**config.mk**
```make
export PLATFORM = sky130hd
export DESIGN_NAME = php_port
export DESIGN_NICKNAME = d
export VERILOG_FILES = /design/src/core/php_pkg.sv /design/src/core/php_port.sv /design/src/core/php_edge.sv
export SDC_FILE = /design/constraint.sdc
export NUM_CORES = 1
export LEC_CHECK = 0
export ABC_AREA = 0
export CAP_MARGIN = 20
export CORE_ASPECT_RATIO = 0.8
export CORE_MARGIN = 5
export CORE_UTILIZATION = 48
export DETAILED_ROUTE_END_ITERATION = 12
export DONT_BUFFER_PORTS = 1
export HOLD_SLACK_MARGIN = 0.05
export PLACE_DENSITY = 0.73
export REMOVE_ABC_BUFFERS = 1
export SYNTH_ARGS = -nofsm -noshare
export SYNTH_HDL_FRONTEND = slang
export SYNTH_SLANG_ARGS = --single-unit
```
**constraint.sdc**
```tcl
create_clock -name i_clk_sys -period 9.8 [get_ports i_clk_sys]
set_input_delay 0.49 -clock i_clk_sys [delete_from_list [all_inputs] [get_ports i_clk_sys]]
set_output_delay 0.49 -clock i_clk_sys [all_outputs]
set_load 0.01 [all_outputs]
```
**src/core/php_pkg.sv**
```systemverilog
// Constants for the parallel host bus port
package php_pkg;
   localparam int ADDR_W = 5;
   localparam int DATA_W = 8;
   localparam int REG_CNT = 32;
   localparam logic [7:0] CTRL_RESET = 8'h00;
   localparam logic [1:0] SEL_MUXED = 2'h0;
   localparam logic [1:0] SEL_NONMUXED = 2'h1;
   localparam logic [1:0] SEL_SERIAL = 2'h2;
   localparam logic [1:0] SEL_HARDWARE = 2'h3;
   localparam logic [4:0] STATUS_ADDR = 5'h00;
   typedef enum logic [1:0] {
      PHP_IDLE,
      PHP_READ,
      PHP_WRITE
   } php_state_t;
endpackage : php_pkg

```
**src/core/php_port.sv**
```systemverilog
// Parallel host bus port with control register file and interrupt
`timescale 1ns/100ps
module php_port #(
   parameter int ADDR_W = php_pkg::ADDR_W,
   parameter int DATA_W = php_pkg::DATA_W
) (
   // Clock and reset
   input wire logic i_clk_sys,
   input wire logic i_rst,
   // Mode straps
   input wire logic [1:0] i_bus_interface_select,
   input wire logic i_bus_type_select,
   // Host bus controls
   input wire logic i_chip_select_n,
   input wire logic i_read_or_data_strobe_n,
   input wire logic i_write_or_read_write_n,
   input wire logic i_address_latch_strobe,
   input wire logic i_hardware_reset_n,
   input wire logic [ADDR_W-1:0] i_host_address_lines,
   // Host data lines, three signals per pin
   input wire logic [DATA_W-1:0] i_host_data_lines,
   output logic [DATA_W-1:0] o_host_data_lines,
   output logic o_host_data_lines_oe_n,
   // Interrupt, open drain
   output logic o_interrupt_n,
   output logic o_interrupt_oe_n,
   // Device side status and control
   input wire logic [DATA_W-1:0] i_status,
   output logic [DATA_W-1:0] o_ctrl_flat [1:2**ADDR_W-1]
);
   localparam int NREG = 2**ADDR_W;

   logic [DATA_W-1:0] ctrl [1:NREG-1];
   logic [DATA_W-1:0] next_ctrl [1:NREG-1];
   logic [ADDR_W-1:0] addr_latch;
   logic [ADDR_W-1:0] next_addr_latch;
   logic [DATA_W-1:0] rd_data;
   logic [DATA_W-1:0] next_rd_data;
   logic [DATA_W-1:0] status_prev;
   logic [DATA_W-1:0] next_status_prev;
   logic [DATA_W-1:0] change;
   logic [DATA_W-1:0] next_change;
   logic drive;
   logic next_drive;
   php_pkg::php_state_t state;
   php_pkg::php_state_t next_state;

   logic muxed;
   logic parallel;
   logic moto;
   logic rd_act;
   logic wr_act;
   logic ale_rise;
   logic wr_end;
   logic wr_start;
   logic [ADDR_W-1:0] addr;

   // Status address test, shared by the read and write paths
   function automatic logic is_status(input logic [ADDR_W-1:0] a);
      is_status = (a == php_pkg::STATUS_ADDR);
   endfunction : is_status

   // Register read decode, used for host reads
   function automatic logic [DATA_W-1:0] reg_read(
      input logic [ADDR_W-1:0] a,
      input logic [DATA_W-1:0] st,
      input logic [DATA_W-1:0] ch,
      input logic [DATA_W-1:0] c
   );
      if (is_status(a)) begin
         reg_read = st | ch;
      end else begin
         reg_read = c;
      end
   endfunction : reg_read

   // Serial and hardware strap codes shut the port off
   assign parallel = ~i_bus_interface_select[1];
   assign muxed = (i_bus_interface_select == php_pkg::SEL_MUXED);
   assign moto = i_bus_type_select;

   // Address source by mode; mux mode ignores the address pins
   assign addr = muxed ? addr_latch : i_host_address_lines;

   // Strobe decode; chip select gates every access
   always_comb begin
      if (moto) begin
         rd_act = ~i_read_or_data_strobe_n
            & i_write_or_read_write_n;
         wr_act = ~i_read_or_data_strobe_n & ~i_write_or_read_write_n;
      end else begin
         rd_act = ~i_read_or_data_strobe_n;
         wr_act = ~i_write_or_read_write_n;
      end
      rd_act = rd_act & ~i_chip_select_n & parallel;
      wr_act = wr_act & ~i_chip_select_n & parallel;
   end

   php_edge u_ale_edge (
      .i_clk_sys(i_clk_sys),
      .i_rst(i_rst),
      .i_level(i_address_latch_strobe),
      .o_rise(ale_rise),
      .o_fall()
   );

   php_edge u_wr_edge (
      .i_clk_sys(i_clk_sys),
      .i_rst(i_rst),
      .i_level(wr_act),
      .o_rise(wr_start),
      .o_fall()
   );

   // Write commits on the strobe's trailing edge, when data is settled
   assign wr_end = (state == php_pkg::PHP_WRITE) & ~wr_act;

   always_comb begin
      next_state = state;
      next_addr_latch = addr_latch;
      next_ctrl = ctrl;
      next_drive = 1'b0;
      next_rd_data = rd_data;
      next_status_prev = i_status;
      // Change flags catch status pulses the host would miss
      next_change = change | (i_status ^ status_prev);
      if (muxed && ale_rise) begin
         next_addr_latch = i_host_data_lines[ADDR_W-1:0];
      end
      case (state)
         php_pkg::PHP_IDLE: begin
            if (rd_act) begin
               next_state = php_pkg::PHP_READ;
            end else if (wr_start) begin
               next_state = php_pkg::PHP_WRITE;
            end
         end
         php_pkg::PHP_READ: begin
            next_drive = rd_act;
            // Slot 0 is status, so slot 1 stands in and is never used
            next_rd_data = reg_read(addr, i_status, change,
               ctrl[is_status(addr) ? 1 : addr]);
            if (!rd_act) begin
               next_state = php_pkg::PHP_IDLE;
               if (is_status(addr)) begin
                  // Reading status clears change flags; new events still win
                  next_change = i_status ^ status_prev;
               end
            end
         end
         php_pkg::PHP_WRITE: begin
            if (wr_end) begin
               // Status is read-only; writes to it are dropped
               if (!is_status(addr)) begin
                  next_ctrl[addr] = i_host_data_lines;
               end
               next_state = php_pkg::PHP_IDLE;
            end
         end
         default: begin
            next_state = php_pkg::PHP_IDLE;
         end
      endcase
      // Reset pin overrides any access in flight
      if (!i_hardware_reset_n) begin
         for (int k = 1; k < NREG; k++) begin
            next_ctrl[k] = php_pkg::CTRL_RESET;
         end
         next_change = '0;
         next_state = php_pkg::PHP_IDLE;
         next_drive = 1'b0;
      end
   end

   always_ff @(posedge i_clk_sys or posedge i_rst) begin
      if (i_rst) begin
         state <= php_pkg::PHP_IDLE;
         addr_latch <= '0;
         rd_data <= '0;
         drive <= 1'b0;
         status_prev <= '0;
         change <= '0;
         for (int k = 1; k < NREG; k++) begin
            ctrl[k] <= php_pkg::CTRL_RESET;
         end
      end else begin
         state <= next_state;
         addr_latch <= next_addr_latch;
         rd_data <= next_rd_data;
         drive <= next_drive;
         status_prev <= next_status_prev;
         change <= next_change;
         ctrl <= next_ctrl;
      end
   end

   // Release at once when the read strobe ends, avoiding bus fight
   assign o_host_data_lines = rd_data;
   assign o_host_data_lines_oe_n = ~(drive & rd_act);

   // Open drain: only ever pull low
   assign o_interrupt_n = 1'b0;
   assign o_interrupt_oe_n = ~(|(i_status | change));

   genvar g;
   generate
      for (g = 1; g < NREG; g++) begin : g_ctrl
         assign o_ctrl_flat[g] = ctrl[g];
      end
   endgenerate
endmodule : php_port

```
**src/core/php_edge.sv**
```systemverilog
// Rising and falling edge detector for one host strobe
`timescale 1ns/100ps
module php_edge (
   // Clock and reset
   input wire logic i_clk_sys,
   input wire logic i_rst,
   // Level in
   input wire logic i_level,
   // Edge pulses out
   output logic o_rise,
   output logic o_fall
);
   logic prev;
   logic next_prev;

   always_comb begin
      next_prev = i_level;
   end

   always_ff @(posedge i_clk_sys or posedge i_rst) begin
      if (i_rst) begin
         prev <= 1'b0;
      end else begin
         prev <= next_prev;
      end
   end

   assign o_rise = i_level & ~prev;
   assign o_fall = ~i_level & prev;
endmodule : php_edge

```
==> metrics.cfg <==
[run_status]
status=completed

[sta]
rsz0062_at_grt=false
skew_ns=0.0201
worst_slew_pin_slew_ns=1.04
holdWs_ns=0.0603
hold_viol=0
finalCritPeriodShare_pct=40.6
setup_tns_ns=0
fmax_ghz=0.252
drv_slew=0
finalSetupViolations=0
fin_crit_ns=3.97
relSlewSlack_pct=29.0

[job]
maxCapViolations=0

[floorplan]
die_w_microns=204
ios=290
die-area_sq_um=33600
die_h_microns=165
initial_core_util_pct=48.9
rows=56
core_area_sq_um=29500

[power]
p_per_area_nw_per_um2=163
p_leak_nw=6.62
total_power_mw=2.54
peakVddDrop_uv=143

[logic_synthesis]
netlist_instances=1455
yosys_register_bits=282
ys_seq_area_share_pct=48.9
syn_avg_cell_area_sq_um=9.91
synth_edf_count=0
yosys_most_used_dff=dfrtp_1
async_flop_share_pct=100
synth_warnings=0
synth.distinct_cells=60
netlist_area_sq_um=14400

[route]
vias_per_cell=6.60
postRouteAntennaNets=0
num_vias=11900
drt-wirelength-per-cell_microns=29.5
drt_pass1_iterations=6
wirelength_mm=53.3
drtIter0Drc=1503
drcViolationCount=0

[worst_setup_path]
critical_path_arrival_ns=4.42
required_ns=10.24
reg2reg_depth=8
rrSetupSlack_ns=5.83
critPathMaxFanout=51
crit_type=register to register
start_kind=register
slowest_stage=a21oi_1
crit_path_end_kind=register
max_stage_delay_ns=0.75
cp_cell_sequence=or3b_2 > buf_4 > nand2_2 > a21oi_1 > mux2i_1 > a211oi_1 > or4_1 > a22o_1

[finish]
layout_common_cells=dfrtp_1 (282), o21ai_0 (157), nor2b_1 (145)
mostFrequentLayoutCell=dfrtp_1
nNetsFinal=1410
final_cells=1806
drive_above_1_share_pct=7.71
antennaDiodeCount=0
syn2layout_area_growth_pct=8.45

[hold_path]
hold_depth=2
min_path_type=primary input to register

[global_routing]
grt_pass1_wl_mm=78.6
grt_pass1_vias=11500
gr-usage-all-layers_pct=30.7
antenna_found_initial=1
overflow=0
grt_max_degree=259

[clock_network]
cts_tree=built
cts_max_path_buffers=3
cts_max_level=1
cts_made_buffers=29
clkSinkCount=282
cts_setup_buffers=0
clkLatencyLatePin_ns=0.57
cts-root-buf=clkbuf_16
path_clk_slew_ns=0.06

[placement]
hpwl_mm=33.4
dp.cells=1739
finalWeightedCongestion=0.877
io_buffers=0

what timing repair did:
| item | CTS | global route |
|---|---|---|
| hold endpoints to repair | 122 | 0 |
| hold buffers | 14 | 0 |
| resized for setup | 0 | 0 |
sequential cells by signal, summed over array words and instances (netlist names):
name	cells
drive	1
addr_latch	5
o_host_data_lines	8
status_prev	8
u_ale_edge.prev	1
state	2
u_wr_edge.prev	1
change	8
o_ctrl_flat	248
area by class of cell:
| type | instances | area, sq um |
|---|---|---|
| inverter | 4 | 22.5 |
| tap | 406 | 508 |
| multi-input combinational | 1032 | 6820 |
| sequential | 282 | 7060 |
| clock inverter | 13 | 146 |
| clock buffer | 39 | 813 |
| fill | 2584 | 13900 |
| timing repair buffer | 30 | 278 |
path summary, 6_finish.rpt:
check	from	to
setup / recovery	addr_latch[0]$_DFFE_PP0P_	o_host_data_lines[7]$_DFFE_PP0P_
hold / removal	i_host_data_lines[4]	o_ctrl_flat[100]$_DFFE_PP0P_
setup reg to reg	addr_latch[0]$_DFFE_PP0P_	o_host_data_lines[7]$_DFFE_PP0P_
hold reg to reg	state[1]$_DFFE_PP0P_	state[0]$_DFFE_PP0P_
max in group asynchronous	i_rst	o_ctrl_flat[172]$_DFFE_PP0P_
min in group asynchronous	i_rst	u_wr_edge.prev$_DFF_PP0_
per-layer routing:
layer | track usage, % | wire (microns)
met5 | 0 | 0
met4 | 10.1 | 2120
met2 | 44.5 | 22600
met3 | 14.7 | 7800
met1 | 40.7 | 20800
kinds of logic (layout without fill, tap and decap cells):
group,count (synthesis),after routing,synth area share (%)
flops,282,282,48.9
mux,159,159,11.3
xor+xnor,8,8,0.486
compound gates,445,445,20.0
other cells,1,1,0.0260
buf+inv,141,86,4.09
simple gates,419,419,15.2
cell usage after synthesis (all sizes together) (3+ instances only):
cell | count | share of area [%]
inv | 4 | 0.10
o221ai | 3 | 0.18
nand3b | 4 | 0.21
o31ai | 10 | 0.52
a21boi | 112 | 5.8
nand4 | 5 | 0.26
nor2b | 145 | 6.3
nand2b | 3 | 0.13
clkbuf | 91 | 2.4
nor4 | 11 | 0.48
or4 | 4 | 0.23
mux2 | 16 | 1.2
nor3 | 10 | 0.35
or2 | 7 | 0.30
mux2i | 141 | 9.8
dfrtp | 282 | 49
a211oi | 8 | 0.42
nor2 | 26 | 0.76
a222oi | 5 | 0.35
nand2 | 138 | 3.6
a21oi | 56 | 2.0
o211ai | 4 | 0.21
nor3b | 4 | 0.21
a221oi | 44 | 2.7
and3 | 5 | 0.22
o22ai | 28 | 1.2
xor2 | 8 | 0.49
o21ai | 160 | 5.6
buf | 46 | 1.6
nand3 | 52 | 1.8
report_power, final:
part	internal, mW	switching, mW
clock	0.658	0.477
combinational	0.0559	0.143
sequential	1.18	0.0267
metrics by stage:
stage,util (%),worst slack [ns],instance area (sq um)
2_1_floorplan,-,1.53,13800
6_report,53.0,5.83,15600
3_5_place_dp,49.3,5.59,14500
5_1_grt,53.0,5.74,15600
3_3_place_gp,49.3,5.70,14500
4_1_cts,53.0,5.94,15600
critical path, delay by kind of cell (launching register included):
family | cells | cell delay [ns]
DFF | 1 | 0.43
muxes | 1 | 0.25
buffers and inverters | 1 | 0.56
AOI/OAI and AO/OA | 3 | 1.10
and+or+nand+nor | 3 | 1.46
Power figures use the tool's default switching activity.
